--- src/verilog/dsw_pkg.sv ---
// constants and types for the drive status word flag block
// Operation
// - voltage enabled set while main power applied
// - quick stop bit low while stopping
// - warning bit follows warning, no state change
// - bit eight always reads zero
// - remote set in preop, safeop and op, clear in init and boot
// - bits 13,12,10 depend on mode
// - follow, following error, homing flag meanings
// - limit bit set on any applicable factor
// - factor set depends on mode, servo state
// - estop ignored when torque stays unlimited
// - zero torque limit sets flag always
// - torque limit is smallest candidate value
// - torque modes add command sum candidate
// - second limit only for selection 2/4, never in torque modes
// - judgment option includes or excludes command
// - bits fifteen and fourteen read zero
// - drive state encoded in bits 6,5,3-0
package dsw_pkg;
    localparam logic [15:0] DSW_IDX_STATUS = 16'h6041;
    localparam logic [15:0] DSW_IDX_JUDGE  = 16'h3703;
    localparam logic [15:0] DSW_JUDGE_MAX  = 16'h0001;
    localparam logic        DSW_JUDGE_RST  = 1'b0;
    localparam logic [15:0] DSW_STATUS_RST = 16'h0000;
    localparam int DSW_BIT_VE  = 4;
    localparam int DSW_BIT_QS  = 5;
    localparam int DSW_BIT_W   = 7;
    localparam int DSW_BIT_R8  = 8;
    localparam int DSW_BIT_RM  = 9;
    localparam int DSW_BIT_M10 = 10;
    localparam int DSW_BIT_ILA = 11;
    localparam int DSW_BIT_M12 = 12;
    localparam int DSW_BIT_M13 = 13;
    localparam logic [7:0] DSW_MODE_PP  = 8'h01;
    localparam logic [7:0] DSW_MODE_PV  = 8'h03;
    localparam logic [7:0] DSW_MODE_TQ  = 8'h04;
    localparam logic [7:0] DSW_MODE_HM  = 8'h06;
    localparam logic [7:0] DSW_MODE_IP  = 8'h07;
    localparam logic [7:0] DSW_MODE_CSP = 8'h08;
    localparam logic [7:0] DSW_MODE_CSV = 8'h09;
    localparam logic [7:0] DSW_MODE_CST = 8'h0a;
    localparam logic [7:0] DSW_LIMSEL_A = 8'h02;
    localparam logic [7:0] DSW_LIMSEL_B = 8'h04;

    typedef enum logic [2:0] {
        DSW_PDS_NOT_READY,
        DSW_PDS_SW_ON_DISABLED,
        DSW_PDS_READY,
        DSW_PDS_SWITCHED_ON,
        DSW_PDS_OP_ENABLED,
        DSW_PDS_QUICK_STOP,
        DSW_PDS_FAULT_REACTION,
        DSW_PDS_FAULT
    } dsw_pds_type;

    typedef enum logic [2:0] {
        DSW_LINK_INIT,
        DSW_LINK_PREOP,
        DSW_LINK_BOOT,
        DSW_LINK_SAFEOP,
        DSW_LINK_OP
    } dsw_link_type;

    typedef struct packed {
        logic target_reached;
        logic following_error;
        logic setpoint_ack;
        logic speed_zero;
        logic homing_error;
        logic homing_attained;
        logic ip_active;
        logic follows_command;
    } dsw_mode_flags_type;

    typedef struct packed {
        logic estop;
        logic estop_torque_free;
        logic overtravel_pos;
        logic overtravel_neg;
        logic soft_limit;
        logic rot_dir_limit;
    } dsw_limit_in_type;

    typedef struct packed {
        logic signed [15:0] target_torque;
        logic signed [15:0] torque_offset;
        logic        [15:0] max_torque;
        logic        [15:0] limit_1;
        logic        [15:0] limit_2;
        logic        [7:0]  limit_select;
    } dsw_torque_type;
endpackage : dsw_pkg

--- src/verilog/dsw_torque_min.sv ---
// effective torque limit: smallest of the candidate limits
`timescale 1ns/1ps
`default_nettype none
module dsw_torque_min (
    input  wire dsw_pkg::dsw_torque_type tq,
    input  wire logic                    torque_mode,
    input  wire logic                    include_cmd,
    output logic [16:0]                  limit
);
    import dsw_pkg::*;
    logic signed [16:0] sum;
    logic [16:0]        sum_mag;
    logic [16:0]        m;
    always_comb begin
        sum = 17'(tq.target_torque) + 17'(tq.torque_offset);
        sum_mag = sum[16] ? 17'(-sum) : 17'(sum);
        // max torque and first limit always count
        m = {1'b0, tq.max_torque};
        if ({1'b0, tq.limit_1} < m) begin
            m = {1'b0, tq.limit_1};
        end
        if (torque_mode && include_cmd && sum_mag < m) begin
            m = sum_mag;
        end
        if (!torque_mode && (tq.limit_select == DSW_LIMSEL_A
                || tq.limit_select == DSW_LIMSEL_B)
                && {1'b0, tq.limit_2} < m) begin
            m = {1'b0, tq.limit_2};
        end
        limit = m;
    end
endmodule : dsw_torque_min
`default_nettype wire

--- src/verilog/dsw_pds_encode.sv ---
// drive state to status word bits 6, 5 and 3..0
`timescale 1ns/1ps
`default_nettype none
module dsw_pds_encode (
    input  wire dsw_pkg::dsw_pds_type state,
    output logic [15:0]               bits
);
    import dsw_pkg::*;
    // don't-care positions are driven as zero, except bit 5 which
    // defaults high so only a real quick stop pulls it low
    always_comb begin
        unique case (state)
            DSW_PDS_NOT_READY:      bits = 16'h0020;
            DSW_PDS_SW_ON_DISABLED: bits = 16'h0060;
            DSW_PDS_READY:          bits = 16'h0021;
            DSW_PDS_SWITCHED_ON:    bits = 16'h0023;
            DSW_PDS_OP_ENABLED:     bits = 16'h0027;
            DSW_PDS_QUICK_STOP:     bits = 16'h0007;
            DSW_PDS_FAULT_REACTION: bits = 16'h002f;
            DSW_PDS_FAULT:          bits = 16'h0028;
        endcase
    end
endmodule : dsw_pds_encode
`default_nettype wire

--- src/verilog/dsw_status_word.sv ---
// drive status word generation with object read/write access
`timescale 1ns/1ps
`default_nettype none
module dsw_status_word (
    input  wire logic                         clk,
    input  wire logic                         reset,
    input  wire logic                         ce,
    input  wire dsw_pkg::dsw_pds_type         pds_state,
    input  wire dsw_pkg::dsw_link_type        link_state,
    input  wire logic                         main_power_on,
    input  wire logic                         quick_stop_active,
    input  wire logic                         warning_present,
    input  wire logic                         servo_on,
    input  wire logic [7:0]                   op_mode,
    input  wire dsw_pkg::dsw_mode_flags_type  mode_flags,
    input  wire dsw_pkg::dsw_limit_in_type    limit_in,
    input  wire dsw_pkg::dsw_torque_type      torque_in,
    input  wire logic [15:0]                  torque_output,
    input  wire logic                         obj_req,
    input  wire logic                         obj_write,
    input  wire logic [15:0]                  obj_index,
    input  wire logic [15:0]                  obj_wdata,
    output logic                              obj_ack,
    output logic                              obj_err,
    output logic [15:0]                       obj_rdata,
    output logic [15:0]                       drive_status_word,
    output logic [16:0]                       torque_limit,
    output logic                              judgment_exclude
);
    import dsw_pkg::*;

    // mode decode
    logic        mode_pp;
    logic        mode_pv;
    logic        mode_tq;
    logic        mode_hm;
    logic        mode_ip;
    logic        mode_csp;
    logic        mode_csv;
    logic        mode_cst;
    logic        pos_mode;
    logic        torque_mode;
    logic        cyclic_mode;

    // limit factor terms
    logic        estop_f;
    logic        torque_f;
    logic        ot_f;
    logic        soft_f;
    logic        rot_f;
    logic        at_limit;
    logic [16:0] limit_now;

    // status word assembly
    logic [15:0] pds_bits;
    logic        bit10_d;
    logic        bit12_d;
    logic        bit13_d;
    logic        ila_d;
    logic        remote_d;
    logic [15:0] status_d;

    // registers
    logic [15:0] status_q;
    logic [16:0] limit_q;
    logic        judge_q;
    logic        ack_q;
    logic        err_q;
    logic [15:0] rdata_q;

    // object access decode
    logic        hit_status;
    logic        hit_judge;
    logic        judge_ok;

    assign mode_pp     = (op_mode == DSW_MODE_PP);
    assign mode_pv     = (op_mode == DSW_MODE_PV);
    assign mode_tq     = (op_mode == DSW_MODE_TQ);
    assign mode_hm     = (op_mode == DSW_MODE_HM);
    assign mode_ip     = (op_mode == DSW_MODE_IP);
    assign mode_csp    = (op_mode == DSW_MODE_CSP);
    assign mode_csv    = (op_mode == DSW_MODE_CSV);
    assign mode_cst    = (op_mode == DSW_MODE_CST);
    assign pos_mode    = mode_pp | mode_csp;
    assign torque_mode = mode_tq | mode_cst;
    assign cyclic_mode = mode_csp | mode_csv | mode_cst;

    dsw_torque_min u_torque_min (
        .tq          (torque_in),
        .torque_mode (torque_mode),
        .include_cmd (!judge_q),
        .limit       (limit_now)
    );

    dsw_pds_encode u_pds_encode (
        .state (pds_state),
        .bits  (pds_bits)
    );

    // the output is judged against the limit actually in force; with
    // the exclude option the command sum simply never enters the minimum
    assign at_limit = ({1'b0, torque_output} >= limit_now);

    always_comb begin
        // estop counts only with servo on and only when it clamps torque
        estop_f = limit_in.estop && !limit_in.estop_torque_free
                  && servo_on;
        // a zero limit counts even with the servo off
        torque_f = (at_limit && servo_on)
                   || (limit_now == 17'h00000);
        ot_f = (limit_in.overtravel_pos || limit_in.overtravel_neg)
               && !mode_hm;
        soft_f = limit_in.soft_limit && pos_mode;
        rot_f = limit_in.rot_dir_limit && torque_mode && servo_on;
        ila_d = estop_f || torque_f || ot_f || soft_f || rot_f;
    end

    always_comb begin
        bit10_d = 1'b0;
        bit12_d = 1'b0;
        bit13_d = 1'b0;
        // unused positions per mode are driven low rather than left open
        if (mode_pp || mode_pv || mode_tq || mode_hm || mode_ip) begin
            bit10_d = mode_flags.target_reached;
        end
        if (cyclic_mode) begin
            bit12_d = mode_flags.follows_command;
        end else if (mode_pp) begin
            bit12_d = mode_flags.setpoint_ack;
        end else if (mode_pv) begin
            bit12_d = mode_flags.speed_zero;
        end else if (mode_ip) begin
            bit12_d = mode_flags.ip_active;
        end else if (mode_hm) begin
            bit12_d = mode_flags.homing_attained;
        end
        if (pos_mode) begin
            bit13_d = mode_flags.following_error;
        end else if (mode_hm) begin
            bit13_d = mode_flags.homing_error;
        end
    end

    assign remote_d = (link_state == DSW_LINK_PREOP)
                      || (link_state == DSW_LINK_SAFEOP)
                      || (link_state == DSW_LINK_OP);

    always_comb begin
        status_d = pds_bits;
        status_d[DSW_BIT_VE] = main_power_on;
        if (quick_stop_active) begin
            status_d[DSW_BIT_QS] = 1'b0;
        end
        // warning is reported only; the drive state is left alone
        status_d[DSW_BIT_W]   = warning_present;
        status_d[DSW_BIT_R8]  = 1'b0;
        status_d[DSW_BIT_RM]  = remote_d;
        status_d[DSW_BIT_M10] = bit10_d;
        status_d[DSW_BIT_ILA] = ila_d;
        status_d[DSW_BIT_M12] = bit12_d;
        status_d[DSW_BIT_M13] = bit13_d;
        status_d[15:14]       = 2'b00;
    end

    // one refresh per control cycle keeps the next transmit data current
    always_ff @(posedge clk or posedge reset) begin
        if (reset) begin
            status_q <= DSW_STATUS_RST;
        end else if (ce) begin
            status_q <= status_d;
        end
    end

    always_ff @(posedge clk or posedge reset) begin
        if (reset) begin
            limit_q <= 17'h00000;
        end else if (ce) begin
            limit_q <= limit_now;
        end
    end

    assign hit_status = (obj_index == DSW_IDX_STATUS);
    assign hit_judge  = (obj_index == DSW_IDX_JUDGE);
    assign judge_ok   = (obj_wdata <= DSW_JUDGE_MAX);

    // out-of-range judgment values are refused and the old value kept
    always_ff @(posedge clk or posedge reset) begin
        if (reset) begin
            judge_q <= DSW_JUDGE_RST;
        end else if (ce && obj_req && obj_write && hit_judge
                     && judge_ok) begin
            judge_q <= obj_wdata[0];
        end
    end

    always_ff @(posedge clk or posedge reset) begin
        if (reset) begin
            ack_q <= 1'b0;
        end else if (ce) begin
            ack_q <= obj_req;
        end
    end

    // status word is read only; writes to it or to unknown indexes fail
    always_ff @(posedge clk or posedge reset) begin
        if (reset) begin
            err_q <= 1'b0;
        end else if (ce) begin
            if (!obj_req) begin
                err_q <= 1'b0;
            end else if (obj_write) begin
                err_q <= !(hit_judge && judge_ok);
            end else begin
                err_q <= !(hit_status || hit_judge);
            end
        end
    end

    // reads return the freshest word, not the one a cycle old
    always_ff @(posedge clk or posedge reset) begin
        if (reset) begin
            rdata_q <= 16'h0000;
        end else if (ce) begin
            if (obj_req && !obj_write && hit_status) begin
                rdata_q <= status_d;
            end else if (obj_req && !obj_write && hit_judge) begin
                rdata_q <= {15'h0000, judge_q};
            end else begin
                rdata_q <= 16'h0000;
            end
        end
    end

    assign drive_status_word = status_q;
    assign torque_limit      = limit_q;
    assign judgment_exclude  = judge_q;
    assign obj_ack           = ack_q;
    assign obj_err           = err_q;
    assign obj_rdata         = rdata_q;
endmodule : dsw_status_word
`default_nettype wire

--- config.mk ---
export PLATFORM = sky130hd
export DESIGN_NAME = dsw_status_word
export DESIGN_NICKNAME = d
export VERILOG_FILES = /design/src/verilog/dsw_pkg.sv /design/src/verilog/dsw_torque_min.sv /design/src/verilog/dsw_pds_encode.sv /design/src/verilog/dsw_status_word.sv
export SDC_FILE = /design/constraint.sdc
export NUM_CORES = 1
export LEC_CHECK = 0
export BUFFER_PORTS_ARGS = -buffer_cell sky130_fd_sc_hd__buf_4
export CAP_MARGIN = 10
export CORE_ASPECT_RATIO = 0.9
export CORE_MARGIN = 2
export CORE_UTILIZATION = 40
export CTS_CLUSTER_DIAMETER = 30
export DETAILED_ROUTE_END_ITERATION = 10
export PLACE_DENSITY = 0.65
export SYNTH_ARGS = -nofsm -noshare
export SYNTH_HDL_FRONTEND = slang
export SYNTH_SLANG_ARGS = --single-unit
--- constraint.sdc ---
create_clock -name clk -period 7.7 [get_ports clk]
set_input_delay 1.155 -clock clk [delete_from_list [all_inputs] [get_ports clk]]
set_output_delay 1.155 -clock clk [all_outputs]
set_load 0.01 [all_outputs]
==> flow_metrics.py, run 1 <==
metrics = {
    "worst_hold_path": {
        "worstHoldPathType": "register to register",
    },
    "route": {
        "dr.first_iter.drc_count": 443,
        "drt_first_pass_iters": 7,
        "drc": 0,
        "ant_nets": 0,
        "wl_um": 22900,
        "via_per_inst": 5.43,
        "wire_per_inst_um": 16.3,
        "via_count": 7605,
    },
    "floorplan": {
        "dieHeight_um": 121,
        "rows": 42,
        "initial_core_util_pct": 41.2,
        "dieArea_um2": 16300,
        "core_area_um2": 14800,
        "pin_count": 225,
        "die_x_um": 134,
    },
    "synth": {
        "synthesis.area_um2": 6100,
        "synth_ff_type": "dfrtp_1",
        "synth_edf_count": 0,
        "async_flop_share_pct": 100,
        "yosysUniqueCellTypes": 79,
        "yosysWarnings": 0,
        "seq_area_frac_synth_pct": 18.9,
        "synth_top_area_share_pct": 18.9,
        "synth.avg_cell_area_um2": 8.03,
        "synth_cells": 760,
        "synthTopCellsByArea": "dfrtp_1 19%, ha_1 16%, a21oi_1 4.3%",
        "ys_ff_latch": 46,
        "yosysTopAreaCell": "dfrtp_1",
    },
    "worst_setup_path": {
        "critical_path.endpoint_type": "register",
        "cp_max_fo": 7,
        "cp.arrival_ns": 8.79,
        "critPathTopFamily": "compound AO/OA/AOI/OAI gates",
        "cpMaxStageDelayCell": "or4_4",
        "crit_type": "input pin to register",
        "slowest_delay_ns": 0.49,
        "crit_buf_inv": 4,
        "crit_required_ns": 7.87,
        "crit_path_start_kind": "input pin",
    },
    "cts": {
        "clock_latency_ns": 0.29,
        "cts_sinks": 46,
        "clk_pin_slew_ns": 0.06,
        "numCtsBuffers": 5,
        "hold_buffers": 0,
        "cts_tree": "yes",
        "cts_root_buffer": "clkbuf_16",
        "cts_buffer_depth": 2,
        "cts.htree.levels": 2,
    },
    "timing": {
        "slew-limit-headroom_pct": 36.0,
        "finalWorstSetupSlack_ns": -0.924,
        "fin_worst_skew_ns": 0.00266,
        "maxSlewViolCount": 0,
        "worst_pin_slew_ns": 0.959,
        "fmax_mhz": 116,
        "rsz0062_at_grt": "true",
        "setup_viol": 2,
        "finalCritPeriodShare_pct": 112,
        "fin_crit_ns": 8.62,
        "hold_viol_final": 0,
    },
    "power_and_ir_drop": {
        "power_density_nw_per_um2": 144,
        "power.total_mw": 1.50,
        "power.leakage_nw": 5.21,
        "irDropWorstVdd_uv": 129,
    },
    "final_layout": {
        "antenna_cells": 0,
        "fin_area_um2": 10400,
        "layout_commonest_cell": "buf_4",
        "layout-drive-gt1-share_pct": 48.4,
        "nets": 1453,
        "syn2layout_area_growth_pct": 70.5,
        "final_util_pct": 70.2,
        "mostFrequentLayoutCells": "451 x buf_4, 62 x nor2_1, 62 x ha_1",
    },
    "grt": {
        "grt_antenna_before_repair": 0,
        "grt_overflow_total": 0,
        "grtUsageTotal_pct": 27.3,
        "grt_max_degree": 52,
        "grt_pass1_wl_um": 36300,
        "grt_pass1_vias": 7453,
    },
    "run_status": {
        "status": "finished, violations left",
        "violations": "negative setup slack",
    },
    "place": {
        "gp_congestion": 0.928,
        "port_buffers": 218,
        "place_area_um2": 9460,
        "hpwl_um": 18100,
    },
    "flow_run": {
        "drv_cap": 0,
    },
}
[path summary, 6_finish.rpt]
check,start,to,slack [ns],cells after the start
hold reg to reg,drive_status_word[1],drive_status_word[1],0.49,1
setup reg to reg,judgment_exclude,obj_rdata[11],2.29,29
max in group asynchronous,reset,torque_limit[10],6.01,2
setup / recovery,torque_in[59],obj_rdata[11],-0.92,42
min in group asynchronous,reset,drive_status_word[0],1.09,2
hold / removal,drive_status_word[1],drive_status_word[1],0.49,1
[logic make-up after synthesis]
| logic type | share of synthesized area [%] |
|---|---|
| compound gates | 27.7 |
| xor+xnor | 3.44 |
| fa+ha+maj | 16.1 |
| buf+inv | 6.40 |
| flops | 18.9 |
| mux | 6.83 |
| other cells | 0.0615 |
| simple gates | 20.6 |
[cells in the mapped netlist, types with 5 or more instances]
cell type,instances
xnor2_1,17
nand2b_1,5
a31oi_1,6
and2_1,5
o21ai_0,46
nand3_1,23
o211ai_1,6
o21a_1,8
clkbuf_1,20
or2_2,5
nor2_1,67
nand2_1,53
inv_1,57
o2bb2ai_1,11
a21oi_2,6
ha_1,77
a2111o_1,7
a21oi_1,53
nand4_1,23
xor2_1,7
a211oi_1,10
mux2_2,9
a21o_1,24
buf_4,6
mux2_4,7
dfrtp_1,46
nor2b_1,8
nor3_1,20
mux2i_1,21
nor4_1,14
[timing repair]
action	4_1_cts	5_1_grt
setup endpoints to repair	2	17
pin swaps	36	29
hold endpoints to repair	0	0
buffers inserted	33	9
resized for setup	40	50
cloned	1	0
[worst register-to-register path: cells and delay by family (launching register included)]
family                   cells  cell delay [ns]
multiplexers                 1             0.35
buffers and inverters        1             0.15
AND/OR/NAND/NOR              7             0.73
AO/OA/AOI/OAI               18             3.14
adder cells (fa/ha/maj)      2             0.49
flip-flops                   1             0.42
[area by class of cell]
type / instances / area (um^2)
Multi-Input combinational cell: 628 / 5100
Fill cell: 1223 / 4420
Timing Repair Buffer: 463 / 3510
Sequential cell: 46 / 1150
Tap cell: 198 / 248
Inverter: 58 / 218
Clock buffer: 6 / 129
Clock inverter: 2 / 37.5
[per-stage QoR]
step	std cells	worst slack [ns]	hold WS (ns)	setup TNS [ns]
CTS	1392	-0.916	0.492	-1.83
finish	1401	-0.924	0.489	-1.84
floorplan	765	-0.739	0.518	-1.48
detailed placement	1350	-1.38	0.475	-3.96
global route	1401	-1.29	0.505	-2.90
global placement	1350	-1.17	0.470	-2.47
[registers in the layout, summed over array words and instances, names as in the netlist]
| name | count |
|---|---|
| obj_err | 1 |
| obj_ack | 1 |
| obj_rdata | 13 |
| judgment_exclude | 1 |
| torque_limit | 17 |
| drive_status_word | 13 |
[routing by layer]
metal / up-vias / track usage, % / wire length (um)
met4: 0 / 5.26 / 486
met1: 3555 / 36.9 / 10300
met2: 270 / 45.8 / 10500
met3: 47 / 5.14 / 1540
li1: 3733 / - / -
met5: - / 0 / 0
[power breakdown]
part	leakage [nW]	internal, mW	switching, mW
sequential	0.577	0.261	0.0107
clock	0.0771	0.153	0.0918
combinational	4.56	0.536	0.449
No activity file was read; power rests on OpenSTA's default activity.
==> inputs of run 2 (changes only) <==
--- a/config.mk
+++ b/config.mk
@@ -11,4 +11,5 @@
 export CORE_MARGIN = 2
 export CORE_UTILIZATION = 40
+export CTS_BUF_LIST = sky130_fd_sc_hd__clkbuf_16
 export CTS_CLUSTER_DIAMETER = 30
 export DETAILED_ROUTE_END_ITERATION = 10
@@ -16,3 +17,4 @@
 export SYNTH_ARGS = -nofsm -noshare
 export SYNTH_HDL_FRONTEND = slang
+export SYNTH_HIERARCHICAL = 1
 export SYNTH_SLANG_ARGS = --single-unit
==> constraint.sdc (replaced) <==
create_clock -name clk -period 7.7 [get_ports clk]
set_input_delay 0.77 -clock clk [delete_from_list [all_inputs] [get_ports clk]]
set_output_delay 0.77 -clock clk [all_outputs]
set_load 0.01 [all_outputs]
==> flow_metrics.py, run 2 <==
metrics = {
    "timing": {
        "fmax_mhz": 124,
        "setup_viol": 2,
        "fin_worst_skew_ns": 0.00502,
        "maxSlewViolCount": 0,
        "finalWorstSetupSlack_ns": -0.342,
        "fin_crit_ns": 8.04,
        "finalCritPeriodShare_pct": 104,
        "rsz0062_at_grt": "true",
        "hold_viol_final": 0,
        "holdWs_ns": 0.489,
        "worst_pin_slew_ns": 0.927,
        "slew-limit-headroom_pct": 38.1,
    },
    "worst_setup_path": {
        "worstReg2RegStart": "judgment_exclude",
        "critPathTopFamily": "compound AO/OA/AOI/OAI gates",
        "critPathMostFrequentCell": "a21o_1",
        "critical_path.endpoint_type": "register",
        "slowest_delay_ns": 0.44,
        "crit_type": "input pin to register",
        "crit_required_ns": 7.91,
        "cp_max_fo": 7,
        "crit_path_start_kind": "input pin",
        "reg2reg_slack_ns": 2.40,
        "crit_buf_inv": 6,
        "r2r_end": "obj_rdata[11]",
        "cp.arrival_ns": 8.25,
        "ff2ff_path_depth": 25,
        "cpMaxStageDelayCell": "or4_4",
    },
    "synth": {
        "synth_cells": 660,
        "synthesis.area_um2": 5760,
        "synth.avg_cell_area_um2": 8.73,
        "yosysWarnings": 6,
    },
    "grt": {
        "grt_overflow_total": 0,
        "grt_max_degree": 47,
        "grt_pass1_wl_um": 31400,
        "grtUsageTotal_pct": 25.3,
        "grt_antenna_before_repair": 0,
        "grt_pass1_vias": 6527,
    },
    "route": {
        "via_count": 6329,
        "via_per_inst": 5.23,
        "dr.first_iter.drc_count": 303,
        "wl_um": 19700,
        "drc": 0,
        "wire_per_inst_um": 16.3,
        "drt_first_pass_iters": 5,
        "ant_nets": 0,
    },
    "cts": {
        "cts_tree": "yes",
        "clk_pin_slew_ns": 0.07,
        "clock_latency_ns": 0.29,
        "cts_buffer_depth": 2,
        "cts_sinks": 46,
        "cts.htree.levels": 2,
        "numCtsBuffers": 5,
        "cts_root_buffer": "clkbuf_16",
    },
    "final_layout": {
        "fillers": 1152,
        "nets": 1269,
        "largest_reg_flops": 17,
        "antenna_cells": 0,
        "regArea_um2": 1150,
        "layout-drive-gt1-share_pct": 49.2,
        "multiInputGateArea_um2": 4670,
        "final_util_pct": 66.8,
        "syn2layout_area_growth_pct": 62.9,
        "layout_commonest_cell": "buf_4",
        "mostFrequentLayoutCells": "358 x buf_4, 76 x inv_1, 67 x ha_1",
    },
    "power_and_ir_drop": {
        "power.leakage_nw": 4.68,
        "irDropWorstVdd_uv": 93.8,
        "power_density_nw_per_um2": 139,
    },
    "floorplan": {
        "initial_core_util_pct": 41.0,
        "pin_count": 225,
        "dieArea_um2": 15400,
        "core_area_um2": 14100,
        "die_x_um": 130,
        "rows": 41,
        "dieHeight_um": 118,
    },
    "flow_run": {
        "drv_cap": 0,
    },
    "worst_hold_path": {
        "hp-start": "obj_rdata[9]",
        "worstHoldPathType": "register to register",
        "hold_end": "obj_rdata[9]",
        "min_path_cells": 2,
    },
    "place": {
        "hpwl_um": 16400,
        "gp_congestion": 0.903,
        "port_buffers": 218,
    },
    "run_status": {
        "status": "finished, violations left",
        "violations": "negative setup slack",
    },
}
==> run 2: cell type report <==
| cell class | count | share of cell area [%] |
|---|---|---|
| multi-input combinational | 511 | 49.7 |
| timing repair buffer | 369 | 30.2 |
| sequential | 46 | 12.3 |
| inverter | 84 | 3.36 |
| tap | 193 | 2.57 |
| clock buffer | 5 | 1.33 |
| clock inverter | 3 | 0.520 |
==> run 2: what timing repair did <==
item | in CTS | in global routing
pin swaps | 29 | 27
resized for setup | 63 | 29
hold buffers | 0 | 0
setup buffers | 10 | 6
endpoints found under the hold margin | 0 | 0
endpoints found under the setup margin | 2 | 3
cloned | 1 | 0
==> run 2: tightest hold or removal path: stages (launching register included) <==
cell and delay, ns:
dfrtp_1 0.35, nand2_1 0.06, o31ai_1 0.05
==> run 2: where the power goes <==
| part | switching [mW] | total [mW] | internal, mW |
|---|---|---|---|
| Combinational | 0.366 | 0.777 | 0.412 |
| Sequential | 0.0118 | 0.275 | 0.263 |
| Clock | 0.0949 | 0.250 | 0.155 |
| Total | 0.472 | 1.30 | 0.830 |
==> run 2: per-stage QoR <==
step	std cells	area, um^2	setup WS, ns	power [mW]	setup TNS (ns)
after detailed placement	1187	8580	-1.05	0.965	-3.84
after global routing	1211	9380	-0.673	1.39	-1.25
after global placement	1187	8580	-0.954	0.945	-3.09
after CTS	1205	9180	-0.141	1.27	-0.223
after floorplan	665	5870	-0.200	0.625	-0.383
final	1211	9380	-0.342	1.30	-0.605
==> run 2: worst max-delay path by stage <==
stage | startpoint | endpoint | cells past startpoint
6_report | torque_in[72] | obj_rdata[11] | 40
5_1_grt | torque_in[72] | obj_rdata[11] | 41
4_1_cts | torque_in[72] | obj_rdata[11] | 41
3_5_place_dp | torque_in[56] | obj_rdata[11] | 39
3_3_place_gp | torque_in[56] | obj_rdata[11] | 37
2_1_floorplan | torque_in[56] | obj_rdata[11] | 39
==> run 2: layer usage <==
layer  GRT usage (%)  vias to the layer above  part of all wire, %
met1            33.0                     2979                   44
li1                -                     3118                    -
met3            3.64                       37                  4.9
met2            42.8                      195                   48
met5               0                        -                    0
met4            7.98                        0                  2.8
==> inputs of run 3 (changes only) <==
- BUFFER_PORTS_ARGS: -buffer_cell sky130_fd_sc_hd__buf_4 -> default
- DONT_BUFFER_PORTS: default -> 1
- PLACE_DENSITY: 0.65 -> 0.52
==> flow_metrics.py, run 3 (synthesis gave the netlist of run 2 again) <==
metrics = {
    "final_layout": {
        "syn2layout_area_growth_pct": 37.1,
        "layout-drive-gt1-share_pct": 36.4,
        "nets": 1059,
        "fin_area_um2": 7900,
        "mostFrequentLayoutCells": "149 x buf_4, 80 x inv_1, 64 x ha_1",
        "largest_reg_flops": 17,
        "layout_commonest_cell": "buf_4",
        "stdcell_count": 1003,
    },
    "place": {
        "dp.cells": 974,
        "place_area_um2": 7000,
        "hpwl_um": 15400,
        "gp_congestion": 0.932,
        "port_buffers": 0,
    },
    "floorplan": {
        "dieHeight_um": 118,
        "dieArea_um2": 15400,
        "die_x_um": 130,
        "core_area_um2": 14100,
        "rows": 41,
        "initial_core_util_pct": 41.0,
        "pin_count": 225,
    },
    "power_and_ir_drop": {
        "seqPwrFrac_pct": 24.6,
        "swShare_pct": 37.2,
        "switching_power_uw": 438,
        "p_int_uw": 740,
        "power.total_mw": 1.18,
        "combinationalPowerShare_pct": 57.9,
        "clkPwrFrac_pct": 17.5,
        "irDropWorstVdd_uv": 89.9,
        "power_density_nw_per_um2": 149,
        "power.leakage_nw": 3.68,
    },
    "route": {
        "via_count": 5468,
        "ant_nets": 0,
        "wire_per_inst_um": 18.5,
        "drt_first_pass_iters": 4,
        "drc": 0,
        "wl_um": 18600,
        "via_per_inst": 5.45,
        "dr.first_iter.drc_count": 236,
    },
    "cts": {
        "hold_buffers": 0,
        "clk_pin_slew_ns": 0.06,
        "cts_sinks": 46,
        "cts.htree.levels": 2,
        "numCtsBuffers": 5,
        "cts_buffer_depth": 2,
        "clock_latency_ns": 0.28,
        "cts_root_buffer": "clkbuf_16",
        "cts_tree": "yes",
    },
    "grt": {
        "grt_max_degree": 47,
        "grt_use_met1_pct": 28.7,
        "grt_util_met2_pct": 41.2,
        "grt_overflow_total": 0,
        "grt_pass1_vias": 5708,
        "top_usage_layer": "met2",
        "grt_antenna_before_repair": 2,
        "grtUsageMet3_pct": 4.73,
        "grt_pass1_wl_um": 28400,
        "grtUsageTotal_pct": 23.3,
    },
    "worst_setup_path": {
        "ff2ff_path_depth": 25,
        "reg2reg_slack_ns": 2.35,
        "cpMaxStageDelayCell": "or4_4",
        "critPathMostFrequentCell": "a21o_1",
        "worstSetupEndpoint": "drive_status_word[11]",
        "critPathTopFamily": "compound AO/OA/AOI/OAI gates",
        "worstReg2RegStart": "judgment_exclude",
        "cp_num_cells": 39,
        "crit_required_ns": 7.90,
        "slowest_delay_ns": 0.45,
        "crit_buf_inv": 5,
        "crit_path_start_kind": "input pin",
        "startpoint": "torque_in[56]",
        "r2r_end": "drive_status_word[11]",
        "critical_path.endpoint_type": "register",
        "crit_type": "input pin to register",
        "cp_max_fo": 7,
        "cp.arrival_ns": 8.07,
    },
    "worst_hold_path": {
        "worstHoldPathType": "register to register",
    },
    "timing": {
        "slew-limit-headroom_pct": 37.5,
        "setup_viol": 2,
        "fin_worst_skew_ns": 0.00233,
        "hold_viol_final": 0,
        "fmax_mhz": 127,
        "maxSlewViolCount": 0,
        "worst_pin_slew_ns": 0.935,
        "fin_crit_ns": 7.86,
        "finalCritPeriodShare_pct": 102,
        "rsz0062_at_grt": "true",
        "finalWorstSetupSlack_ns": -0.163,
    },
    "flow_run": {
        "drv_cap": 0,
    },
    "run_status": {
        "violations": "negative setup slack",
        "status": "finished, violations left",
    },
}
-- run 3: changes by cell type in the layout (fill, tap and decap cells not counted), moves of 4 or more --
cell,change
buf_6,-5
buf_4,-209
inv_2,-4
inv_1,+4
-- run 3: power by group through the flow --
| stage | sequential, mW | clock (mW) | combinational, mW |
|---|---|---|---|
| final | 0.290 | 0.206 | 0.683 |
| after global placement | 0.294 | 0 | 0.551 |
| after detailed placement | 0.294 | 0 | 0.564 |
| after floorplan | 0.287 | 0 | 0.337 |
| after CTS | 0.290 | 0.210 | 0.612 |
| after global routing | 0.292 | 0.223 | 0.745 |
-- run 3: metrics by stage --
| stage | worst slack [ns] | hold WS, ns | TNS (ns) | util [%] |
|---|---|---|---|---|
| 3_3_place_gp | -0.783 | 0.545 | -1.54 | 49.8 |
| 2_1_floorplan | -0.200 | 0.518 | -0.383 | - |
| 4_1_cts | -0.0673 | 0.563 | -0.130 | 53.4 |
| 3_5_place_dp | -0.933 | 0.544 | -2.12 | 49.8 |
| 6_report | -0.163 | 0.558 | -0.317 | 56.2 |
| 5_1_grt | -0.455 | 0.562 | -0.900 | 56.2 |
-- run 3: layer usage --
metal | vias up | routed length (um) | share of wire, %
met5 | - | 0 | 0
met4 | 0 | 382 | 2.1
met3 | 23 | 1220 | 6.6
met2 | 189 | 9110 | 49
met1 | 2562 | 7870 | 42
li1 | 2694 | - | -
-- run 3: worst min path at each step --
stage	start	endpoint	slack [ns]	cells after the start
6_report	obj_rdata[6]	obj_rdata[6]	0.56	1
5_1_grt	ce	drive_status_word[13]	0.56	1
4_1_cts	obj_rdata[6]	obj_rdata[6]	0.56	1
3_5_place_dp	obj_rdata[6]	obj_rdata[6]	0.54	1
3_3_place_gp	obj_rdata[4]	obj_rdata[4]	0.55	1
2_1_floorplan	obj_rdata[12]	obj_rdata[12]	0.52	2
-- run 3: area by class of cell --
class,instances,area (um^2)
antenna,2,5.00
multi-input combinational,511,4750
timing repair buffer,159,1290
clock buffer,5,125
sequential,46,1150
clock inverter,3,16.3
inverter,84,315
fill,1283,6160
tap,193,241
-- run 3: what timing repair did --
action	in CTS	in global routing
setup buffers	5	13
setup endpoints to repair	2	2
gates resized for setup	52	43
pin swaps	26	30
gates cloned	1	0
